==> src/rda_pkg.sv <==
package rda_pkg;

	// ------------------------------------------------------------
	// Register offsets
	// ------------------------------------------------------------
	localparam logic [7:0] OFS_A0_SEC = 8'h0C;
	localparam logic [7:0] OFS_A0_MIN = 8'h0D;
	localparam logic [7:0] OFS_A0_HOUR = 8'h0E;
	localparam logic [7:0] OFS_A0_WKDAY = 8'h0F;
	localparam logic [7:0] OFS_A0_DATE = 8'h10;
	localparam logic [7:0] OFS_A0_MONTH = 8'h11;
	localparam logic [7:0] OFS_A1_HSEC = 8'h12;
	localparam logic [7:0] OFS_A1_SEC = 8'h13;
	localparam logic [7:0] OFS_A1_MIN = 8'h14;
	localparam logic [7:0] OFS_A1_HOUR = 8'h15;
	localparam logic [7:0] OFS_A1_WKDAY = 8'h16;
	localparam logic [7:0] OFS_A1_DATE = 8'h17;

	// ------------------------------------------------------------
	// Field layout
	// ------------------------------------------------------------
	localparam logic [7:0] SEC_WMASK = 8'h7F;
	localparam logic [7:0] MIN_WMASK = 8'h7F;
	localparam logic [7:0] HOUR_WMASK = 8'h3F;
	localparam logic [7:0] DATE_WMASK = 8'h3F;
	localparam logic [7:0] MONTH_WMASK = 8'h1F;
	localparam int HOUR_FMT_BIT = 6;
	localparam int WK_PIN_BIT = 7;
	localparam int WK_MASK_LSB = 4;
	localparam int WK_FLAG_BIT = 3;

	// ------------------------------------------------------------
	// Reset values
	// ------------------------------------------------------------
	localparam logic [7:0] MATCH_RESET = 8'h00;
	localparam logic [2:0] WKDAY_RESET = 3'h1;

	// ------------------------------------------------------------
	// Match select codes
	// ------------------------------------------------------------
	localparam logic [2:0] SEL_SEC = 3'h0;
	localparam logic [2:0] SEL_MIN = 3'h1;
	localparam logic [2:0] SEL_HOUR = 3'h2;
	localparam logic [2:0] SEL_WKDAY = 3'h3;
	localparam logic [2:0] SEL_DATE = 3'h4;
	localparam logic [2:0] SEL_HSEC = 3'h5;
	localparam logic [2:0] SEL_RSVD = 3'h6;
	localparam logic [2:0] SEL_ALL = 3'h7;

	// Reserved select for a given alarm unit
	function automatic logic sel_reserved(input logic [2:0] sel, input logic has_hsec);
		sel_reserved = (sel == SEL_RSVD) || ((sel == SEL_HSEC) && !has_hsec);
	endfunction

endpackage

==> src/rda_alarm_match.sv <==
`timescale 1ns/100ps
module rda_alarm_match #(
	parameter bit HAS_HSEC = 1'b0
) (
	// Clock and reset
	input wire logic mclk,
	input wire logic rst,
	// Configuration
	input wire logic enable,
	input wire logic [2:0] sel,
	// Match values
	input wire logic [7:0] m_hsec,
	input wire logic [7:0] m_sec,
	input wire logic [7:0] m_min,
	input wire logic [5:0] m_hour,
	input wire logic [2:0] m_wkday,
	input wire logic [7:0] m_date,
	input wire logic [7:0] m_month,
	// Timekeeping values
	input wire logic tick,
	input wire logic [7:0] t_hsec,
	input wire logic [7:0] t_sec,
	input wire logic [7:0] t_min,
	input wire logic [5:0] t_hour,
	input wire logic [2:0] t_wkday,
	input wire logic [7:0] t_date,
	input wire logic [7:0] t_month,
	// Result
	output logic set_pulse
);

	logic hit;
	logic prev_reg;
	logic prev_next;

	// ------------------------------------------------------------
	// Masked comparison
	// ------------------------------------------------------------
	always_comb begin
		hit = 1'b0;
		if (enable && !rda_pkg::sel_reserved(sel, HAS_HSEC)) begin
			case (sel)
				rda_pkg::SEL_SEC: hit = (m_sec == t_sec);
				rda_pkg::SEL_MIN: hit = (m_min == t_min);
				rda_pkg::SEL_HOUR: hit = (m_hour == t_hour);
				rda_pkg::SEL_WKDAY: hit = (m_wkday == t_wkday);
				rda_pkg::SEL_DATE: hit = (m_date == t_date);
				rda_pkg::SEL_HSEC: hit = (m_hsec == t_hsec);
				rda_pkg::SEL_ALL: begin
					// Month only takes part on the unit without hundredths
					hit = (m_sec == t_sec) && (m_min == t_min) && (m_hour == t_hour)
						&& (m_wkday == t_wkday) && (m_date == t_date)
						&& (HAS_HSEC || (m_month == t_month));
				end
				default: hit = 1'b0;
			endcase
		end
	end

	// Sampled only on the counter update so every granularity sees the same instant
	always_comb begin
		prev_next = prev_reg;
		if (tick) begin
			prev_next = hit;
		end
	end

	always_ff @(posedge mclk or posedge rst) begin
		if (rst) begin
			prev_reg <= 1'b0;
		end else begin
			prev_reg <= prev_next;
		end
	end

	assign set_pulse = tick && hit && !prev_reg;

endmodule

==> src/rda_alarm.sv <==
`timescale 1ns/100ps
// Function
// - Two alarm units with separate controls, match values, flags and enables.
// - One-shot or repeating alarms; per-second repeat only on the second unit.
// - Each alarm has its own flag, set by hardware on its selected match.
// - Hardware never clears a flag; the host clears it by a write.
// - Each alarm routes to the interrupt pin or watchdog pin by its own bit.
// - Alarm outputs keep working on backup supply, for either routing.
// - Match and time values are packed BCD, tens high, ones low.
// - First alarm codes 000-100 compare seconds, minutes, hours, weekday, date alone.
// - First alarm codes 101, 110 reserved; 111 compares all fields including month.
// - Second alarm codes 000-100 as first alarm; 101 compares hundredths.
// - Second alarm 110 reserved; 111 compares all fields except month and hundredths.
// - Only the second alarm has a hundredths match register, two BCD digits.
// - Seconds match reads bit 7 zero, tens 0-5, ones 0-9.
// - Minutes match reads bit 7 zero, tens 0-5, ones 0-9.
// - Hours match: bit 7 zero, bit 6 read-only format, bits 5-0 hour digits.
// - Hour format bit mirrors the timekeeping hours format selection.
// - Weekday register holds routing bit, mask code, flag and weekday match.
module rda_alarm (
	// Clock and reset
	input wire logic mclk,
	input wire logic rst,
	// Register port
	input wire logic [7:0] reg_addr,
	input wire logic [7:0] reg_wdata,
	input wire logic reg_write,
	output logic [7:0] reg_rdata,
	// Alarm enables
	input wire logic alarm0_enable,
	input wire logic alarm1_enable,
	// Timekeeping counters
	input wire logic tk_tick,
	input wire logic [7:0] tk_hundredths,
	input wire logic [7:0] tk_seconds,
	input wire logic [7:0] tk_minutes,
	input wire logic [7:0] tk_hours,
	input wire logic [2:0] tk_weekday,
	input wire logic [7:0] tk_date,
	input wire logic [7:0] tk_month,
	// Alarm outputs
	output logic irq_alarm,
	output logic watchdog_out_pin
);

	// ------------------------------------------------------------
	// Per-alarm storage
	// ------------------------------------------------------------
	logic [7:0] sec_reg [2];
	logic [7:0] sec_next [2];
	logic [7:0] min_reg [2];
	logic [7:0] min_next [2];
	logic [5:0] hour_reg [2];
	logic [5:0] hour_next [2];
	logic [7:0] date_reg [2];
	logic [7:0] date_next [2];
	logic pin_sel_reg [2];
	logic pin_sel_next [2];
	logic [2:0] match_sel_reg [2];
	logic [2:0] match_sel_next [2];
	logic [1:0] alarm_flag_reg;
	logic [1:0] alarm_flag_next;
	logic [2:0] wkday_reg [2];
	logic [2:0] wkday_next [2];
	logic [7:0] month_reg;
	logic [7:0] month_next;
	logic [7:0] hsec_reg;
	logic [7:0] hsec_next;
	logic [7:0] rdata_next;
	logic irq_next;
	logic wdo_next;
	logic [1:0] set_pulse;
	logic [1:0] enable;
	logic [1:0] wr_wkday;

	assign enable = {alarm1_enable, alarm0_enable};
	assign wr_wkday[0] = reg_write && (reg_addr == rda_pkg::OFS_A0_WKDAY);
	assign wr_wkday[1] = reg_write && (reg_addr == rda_pkg::OFS_A1_WKDAY);

	// ------------------------------------------------------------
	// Match units
	// ------------------------------------------------------------
	// One match unit per alarm, each with private controls
	for (genvar i = 0; i < 2; i++) begin : g_unit
		rda_alarm_match #(
			.HAS_HSEC(i == 1)
		) u_match (
			.mclk(mclk),
			.rst(rst),
			.enable(enable[i]),
			.sel(match_sel_reg[i]),
			.m_hsec(hsec_reg),
			.m_sec(sec_reg[i]),
			.m_min(min_reg[i]),
			.m_hour(hour_reg[i]),
			.m_wkday(wkday_reg[i]),
			.m_date(date_reg[i]),
			.m_month(month_reg),
			.tick(tk_tick),
			.t_hsec(tk_hundredths),
			.t_sec(tk_seconds),
			.t_min(tk_minutes),
			.t_hour(tk_hours[5:0]),
			.t_wkday(tk_weekday),
			.t_date(tk_date),
			.t_month(tk_month),
			.set_pulse(set_pulse[i])
		);
	end

	// ------------------------------------------------------------
	// Register writes and flags
	// ------------------------------------------------------------
	always_comb begin
		for (int i = 0; i < 2; i++) begin
			sec_next[i] = sec_reg[i];
			min_next[i] = min_reg[i];
			hour_next[i] = hour_reg[i];
			date_next[i] = date_reg[i];
			pin_sel_next[i] = pin_sel_reg[i];
			match_sel_next[i] = match_sel_reg[i];
			wkday_next[i] = wkday_reg[i];
			alarm_flag_next[i] = alarm_flag_reg[i];
			if (wr_wkday[i]) begin
				pin_sel_next[i] = reg_wdata[rda_pkg::WK_PIN_BIT];
				match_sel_next[i] = reg_wdata[rda_pkg::WK_MASK_LSB +: 3];
				wkday_next[i] = reg_wdata[2:0];
				// Host can only clear the flag; writing one keeps it
				alarm_flag_next[i] = alarm_flag_reg[i] && reg_wdata[rda_pkg::WK_FLAG_BIT];
			end
			// A match in the clearing cycle wins over the clear
			if (set_pulse[i]) begin
				alarm_flag_next[i] = 1'b1;
			end
		end
		month_next = month_reg;
		hsec_next = hsec_reg;
		if (reg_write) begin
			if (reg_addr == rda_pkg::OFS_A0_SEC) begin
				sec_next[0] = reg_wdata & rda_pkg::SEC_WMASK;
			end else if (reg_addr == rda_pkg::OFS_A1_SEC) begin
				sec_next[1] = reg_wdata & rda_pkg::SEC_WMASK;
			end else if (reg_addr == rda_pkg::OFS_A0_MIN) begin
				min_next[0] = reg_wdata & rda_pkg::MIN_WMASK;
			end else if (reg_addr == rda_pkg::OFS_A1_MIN) begin
				min_next[1] = reg_wdata & rda_pkg::MIN_WMASK;
			end else if (reg_addr == rda_pkg::OFS_A0_HOUR) begin
				hour_next[0] = reg_wdata[5:0];
			end else if (reg_addr == rda_pkg::OFS_A1_HOUR) begin
				hour_next[1] = reg_wdata[5:0];
			end else if (reg_addr == rda_pkg::OFS_A0_DATE) begin
				date_next[0] = reg_wdata & rda_pkg::DATE_WMASK;
			end else if (reg_addr == rda_pkg::OFS_A1_DATE) begin
				date_next[1] = reg_wdata & rda_pkg::DATE_WMASK;
			end else if (reg_addr == rda_pkg::OFS_A0_MONTH) begin
				month_next = reg_wdata & rda_pkg::MONTH_WMASK;
			end else if (reg_addr == rda_pkg::OFS_A1_HSEC) begin
				hsec_next = reg_wdata;
			end
		end
	end

	// ------------------------------------------------------------
	// Read decode and pin routing
	// ------------------------------------------------------------
	always_comb begin
		rdata_next = 8'h00;
		if (reg_addr == rda_pkg::OFS_A0_SEC) begin
			rdata_next = sec_reg[0];
		end else if (reg_addr == rda_pkg::OFS_A1_SEC) begin
			rdata_next = sec_reg[1];
		end else if (reg_addr == rda_pkg::OFS_A0_MIN) begin
			rdata_next = min_reg[0];
		end else if (reg_addr == rda_pkg::OFS_A1_MIN) begin
			rdata_next = min_reg[1];
		end else if (reg_addr == rda_pkg::OFS_A0_HOUR) begin
			rdata_next = {1'b0, tk_hours[rda_pkg::HOUR_FMT_BIT], hour_reg[0]};
		end else if (reg_addr == rda_pkg::OFS_A1_HOUR) begin
			rdata_next = {1'b0, tk_hours[rda_pkg::HOUR_FMT_BIT], hour_reg[1]};
		end else if (reg_addr == rda_pkg::OFS_A0_WKDAY) begin
			rdata_next = {pin_sel_reg[0], match_sel_reg[0], alarm_flag_reg[0], wkday_reg[0]};
		end else if (reg_addr == rda_pkg::OFS_A1_WKDAY) begin
			rdata_next = {pin_sel_reg[1], match_sel_reg[1], alarm_flag_reg[1], wkday_reg[1]};
		end else if (reg_addr == rda_pkg::OFS_A0_DATE) begin
			rdata_next = date_reg[0];
		end else if (reg_addr == rda_pkg::OFS_A1_DATE) begin
			rdata_next = date_reg[1];
		end else if (reg_addr == rda_pkg::OFS_A0_MONTH) begin
			rdata_next = month_reg;
		end else if (reg_addr == rda_pkg::OFS_A1_HSEC) begin
			rdata_next = hsec_reg;
		end
		// No supply gating here: the outputs follow the flags on any supply
		irq_next = 1'b0;
		wdo_next = 1'b0;
		for (int i = 0; i < 2; i++) begin
			if (alarm_flag_reg[i] && enable[i]) begin
				if (pin_sel_reg[i]) begin
					wdo_next = 1'b1;
				end else begin
					irq_next = 1'b1;
				end
			end
		end
	end

	always_ff @(posedge mclk or posedge rst) begin
		if (rst) begin
			for (int i = 0; i < 2; i++) begin
				sec_reg[i] <= rda_pkg::MATCH_RESET;
				min_reg[i] <= rda_pkg::MATCH_RESET;
				hour_reg[i] <= 6'h00;
				date_reg[i] <= rda_pkg::MATCH_RESET;
				pin_sel_reg[i] <= 1'b0;
				match_sel_reg[i] <= 3'h0;
				wkday_reg[i] <= rda_pkg::WKDAY_RESET;
			end
			alarm_flag_reg <= 2'h0;
			month_reg <= rda_pkg::MATCH_RESET;
			hsec_reg <= rda_pkg::MATCH_RESET;
			reg_rdata <= 8'h00;
			irq_alarm <= 1'b0;
			watchdog_out_pin <= 1'b0;
		end else begin
			sec_reg <= sec_next;
			min_reg <= min_next;
			hour_reg <= hour_next;
			date_reg <= date_next;
			pin_sel_reg <= pin_sel_next;
			match_sel_reg <= match_sel_next;
			wkday_reg <= wkday_next;
			alarm_flag_reg <= alarm_flag_next;
			month_reg <= month_next;
			hsec_reg <= hsec_next;
			reg_rdata <= rdata_next;
			irq_alarm <= irq_next;
			watchdog_out_pin <= wdo_next;
		end
	end

	// ------------------------------------------------------------
	// Assertions
	// ------------------------------------------------------------
	a_flag_sticky: assert property (@(posedge mclk) disable iff (rst)
		alarm_flag_reg[0] && !wr_wkday[0] |=> alarm_flag_reg[0])
		else $error("alarm 0 flag dropped without a host write");

	a_flag_set: assert property (@(posedge mclk) disable iff (rst)
		set_pulse[1] |=> alarm_flag_reg[1])
		else $error("alarm 1 match did not set its flag");

	a_flag_set0: assert property (@(posedge mclk) disable iff (rst)
		set_pulse[0] |=> alarm_flag_reg[0])
		else $error("alarm 0 match did not set its flag");

	a_flag_clear: assert property (@(posedge mclk) disable iff (rst)
		wr_wkday[1] && !reg_wdata[rda_pkg::WK_FLAG_BIT] && !set_pulse[1] |=> !alarm_flag_reg[1])
		else $error("alarm 1 flag not cleared by host write");

	a_set_on_tick: assert property (@(posedge mclk) disable iff (rst)
		(set_pulse != 2'h0) |-> tk_tick)
		else $error("alarm flag set outside a counter update");

	a_reserved_quiet: assert property (@(posedge mclk) disable iff (rst)
		(match_sel_reg[0] == rda_pkg::SEL_RSVD || match_sel_reg[0] == rda_pkg::SEL_HSEC
			|| !alarm0_enable) |-> !set_pulse[0])
		else $error("alarm 0 set while disabled or reserved");

	a_quiet_unit1: assert property (@(posedge mclk) disable iff (rst)
		(match_sel_reg[1] == rda_pkg::SEL_RSVD || !alarm1_enable) |-> !set_pulse[1])
		else $error("alarm 1 set while disabled or reserved");

	a_first_match: assert property (@(posedge mclk) disable iff (rst)
		set_pulse[1] ##1 (tk_tick && $stable(tk_hundredths) && $stable(match_sel_reg[1])
			&& $stable(hsec_reg) && $stable(alarm1_enable)) |-> !set_pulse[1])
		else $error("alarm 1 set twice on a standing match");

	a_route_irq: assert property (@(posedge mclk) disable iff (rst)
		alarm_flag_reg[0] && alarm0_enable && !pin_sel_reg[0] |=> irq_alarm)
		else $error("alarm 0 not routed to interrupt pin");

	a_route_wdo: assert property (@(posedge mclk) disable iff (rst)
		!(alarm_flag_reg[0] && alarm0_enable && pin_sel_reg[0])
			&& !(alarm_flag_reg[1] && alarm1_enable && pin_sel_reg[1]) |=> !watchdog_out_pin)
		else $error("watchdog pin driven with no routed alarm");

	a_irq_quiet: assert property (@(posedge mclk) disable iff (rst)
		!(alarm_flag_reg[0] && alarm0_enable && !pin_sel_reg[0])
			&& !(alarm_flag_reg[1] && alarm1_enable && !pin_sel_reg[1]) |=> !irq_alarm)
		else $error("interrupt pin driven with no routed alarm");

	a_min_bit7: assert property (@(posedge mclk) disable iff (rst)
		reg_addr == rda_pkg::OFS_A0_MIN |=> !reg_rdata[7])
		else $error("minutes match bit 7 read as one");

	a_sec_bit7: assert property (@(posedge mclk) disable iff (rst)
		reg_addr == rda_pkg::OFS_A1_SEC |=> !reg_rdata[7])
		else $error("seconds match bit 7 read as one");

	a_hour_format: assert property (@(posedge mclk) disable iff (rst)
		reg_addr == rda_pkg::OFS_A0_HOUR |=> reg_rdata[6] == $past(tk_hours[6]) && !reg_rdata[7])
		else $error("hours match format bit does not mirror timekeeping");

endmodule

==> config.mk <==
export PLATFORM = sky130hd
export DESIGN_NAME = rda_alarm
export DESIGN_NICKNAME = d
export VERILOG_FILES = /design/src/rda_pkg.sv /design/src/rda_alarm_match.sv /design/src/rda_alarm.sv
export SDC_FILE = /design/constraint.sdc
export NUM_CORES = 1
export LEC_CHECK = 0
export BUFFER_PORTS_ARGS = -buffer_cell sky130_fd_sc_hd__buf_4
export CORE_ASPECT_RATIO = 1.2
export CORE_MARGIN = 2
export CORE_UTILIZATION = 45
export CTS_BUF_LIST = sky130_fd_sc_hd__clkbuf_16
export DETAILED_ROUTE_END_ITERATION = 16
export MAX_ROUTING_LAYER = met4
export PLACE_DENSITY = 0.68
export SYNTH_ARGS = -nofsm -noshare
export SYNTH_HDL_FRONTEND = slang
export SYNTH_HIERARCHICAL = 1
export SYNTH_SLANG_ARGS = --single-unit
==> constraint.sdc <==
create_clock -name mclk -period 2.8 [get_ports mclk]
set_input_delay 0.56 -clock mclk [delete_from_list [all_inputs] [get_ports mclk]]
set_output_delay 0.56 -clock mclk [all_outputs]
set_load 0.01 [all_outputs]
==> results.md <==
* Status: completed
* Post-Syn Instances at 530
* Mapped Avg Cell Area at 10.7 µm²
* Synthesis-to-layout area growth at 20.1%
* Period minus WS final at 2.08 ns
* Iteration count of the initial detailed-routing pass at 5
* Multiplexer area fraction after synthesis at 0.164
* Worst setup SP type: primary input
* Die width at 107 µm
* Clk buf depth at 2
* I/O pin count at 83
* Critical R2R Launch: min_reg[11]
* Post-Syn Area at 0.00569 mm²
* Gp weighted congestion at 0.978
* Starting Density at 0.455
* CP dominant cell by count: buf_4
* Utilization after layout at 0.547
* Vias in the first global route at 4689
* Yosys Warn Count at 6
* RSZ-0062 raised after global routing: false
* TritonCTS clock tree: yes
* Routed WL at 16.7 mm
* CP endpoint kind: flop
* Maximum vdd ir drop at 0.235 mV
* Post-DR vias/cell at 5.86
* Worst Tran Pin Value at 0.641 ns
* Ys flop type: dfrtp_1
* Pwr per Cell Area at 450 mW/mm²
* Reg2reg setup slack at 0.78 ns
* Post-synthesis simple-gate area fraction at 0.158
* Crit path kind: in2reg
* Met3 Use GR at 0.0378
* Clock Latency Late Sink at 0.35 ns
* Final Setup Violations at 0
* Clock tree root buffer cell: clkbuf_16
* Crit Path Max Fanout at 22
* Period utilization at 0.744
* Max transition margin at 0.572
* H-tree depth at 3
* Post-synthesis xor/xnor area fraction at 0.140
* Synth Area in Adders at 0
* Fill count at 1129
* Number of diodes at 0
* Initial antenna violation count at 0
* Power Total at 3080 µW
* Post-route ant nets at 0
* Port bufs at 81
* Row count at 45
* Crit-path cells: buf_4, nor4b_4, buf_4, nand3_1, nor2_2, mux2_1
* R2R Path End: alarm_flag_reg[0]
* M2 GR Usage at 0.433
* Final worst slack at 0.716 ns
* Synth async-reset ratio at 1.00
* First-pass GRT wire length at 26.1 mm
* Setup TNS at 0 ns
* Clock skew at 0.00477 ns
* Via count at 4655
* Pre-CTS setup slack at 0.340 ns
* Crit-path slowest cell: nor4b_4
* Largest stage delay, worst path at 0.42 ns
* Commonest cells after routing, fill and taps aside: 91 x dfrtp_1, 91 x buf_4, 83 x xor2_1, 65 x mux2_2, 27 x nand2_1
* Post-synth EDFFs at 0
* Post-CTS Hold Buffers at 0
* Register area share after synthesis at 0.409
* Final hold violation count at 0
* Placed cell count at 778
* WL/cell at 21.0 µm
* Distinct cells, synth at 65
* Fmax at 480 MHz
* Hold crit path type: in2async
* # DRC at 0
* Largest family of logic cells by synthesized area: multiplexers
* Total CTS buffers at 9
* DP HPWL at 12.7 mm
* Worst Reg-to-Reg Cells at 7
* Max cap viols at 0
* Synth Area in Compound Gates at 0.106
* Worst EP arrival at 2.31 ns
* GRT Util Overall at 0.263
* Die height at 127 µm
* Congestion Overflow GR at 0
* Global route hottest layer: met2
* Clk pin slew, worst setup/hold paths at 0.06 ns
* Flops & latches, synth at 93
* Die area at 0.0136 mm²
* Iteration-0 DRC count of the detailed router at 329
* Met1 usage at 0.319
* Post-CTS Setup Bufs at 0
* Ratio of cells with drive above 1 in the final layout at 0.332
* Largest net degree at the start of global routing at 92
* CORE AREA at 0.0125 mm²
* Fin. max-slew vios at 0
* Non-Filler Instances at 794
* Net count, final at 698
* Critical path required time at 3.03 ns
* Sink Count at 93
* Leakage at 0.00325 µW
* Resized cells post-CTS at 0
power by group:
group,internal (µW),total (µW),leakage [µW],switching [µW]
logic,215,465,0.00186,250
clock network,596,1120,0.000130,520
registers,1410,1500,0.00127,84.9
area by class of cell:
cell class / instances / area [µm²] / share of cell area
flip-flops and latches: 93 / 2330 / 0.341
clock inverters: 7 / 43.8 / 0.00641
repair buffers: 92 / 703 / 0.103
well taps: 164 / 205 / 0.0300
inverters: 13 / 52.6 / 0.00769
multi-input cells: 416 / 3280 / 0.479
clock buffers: 9 / 225 / 0.0329
how the worst max path moves through the flow:
stage	startpoint	end	slack, ns	depth (start not counted)
floorplan	reg_addr[7]	sec_reg[0]	0.74	5
global placement	reg_addr[2]	min_reg[1]	0.40	6
detailed placement	reg_addr[2]	min_reg[6]	0.34	6
CTS	reg_addr[2]	min_reg[6]	0.71	6
global route	reg_addr[2]	hour_reg[4]	0.61	5
finish	reg_addr[2]	min_reg[6]	0.72	6
stage by stage:
step	area (µm²)	hold WS [ns]
final	6840	0.0762
after global routing	6840	0.0723
after CTS	6840	0.0702
after detailed placement	6570	0.442
after global placement	6570	0.433
after floorplan	5730	0.289
Yosys cell counts, types with 6 or more instances:
library cell | count | area share
dfrtp_1 | 91 | 0.40
mux2_2 | 65 | 0.13
nand4_1 | 6 | 0.0066
nor4_2 | 8 | 0.018
nand2b_1 | 6 | 0.0066
nor2_2 | 8 | 0.0088
a21oi_1 | 12 | 0.011
xor2_1 | 83 | 0.13
nor2_1 | 20 | 0.013
nor4_1 | 12 | 0.013
o22ai_1 | 9 | 0.0099
nand2_1 | 27 | 0.018
mux2_4 | 7 | 0.018
xnor2_1 | 8 | 0.012
o21ai_0 | 16 | 0.014
inv_1 | 13 | 0.0086
a31oi_1 | 7 | 0.0077
mux2_1 | 7 | 0.014
nand3_1 | 21 | 0.018
clkbuf_1 | 11 | 0.0073
kinds of logic (layout without fill, tap and decap cells):
| kind of cell | count (synthesis) | in the layout |
|---|---|---|
| buffers and inverters | 31 | 121 |
| xor gates and xnor gates | 91 | 91 |
| DFF | 93 | 93 |
| muxes | 81 | 81 |
| other | 1 | 11 |
| and+or+nand+nor | 147 | 147 |
| AOI/OAI and AO/OA | 86 | 86 |
layer usage:
layer  vias up  part of all wire
li1       2126                 -
met5         -                 0
met4         0             0.041
met3        41             0.051
met2       184              0.50
met1      2304              0.41
critical path: cells and delay by family:
kind | cells | cell delay, ns
buf+inv | 2 | 0.47
mux | 1 | 0.37
simple gates | 3 | 0.92
(Power assumes the default switching activity.)
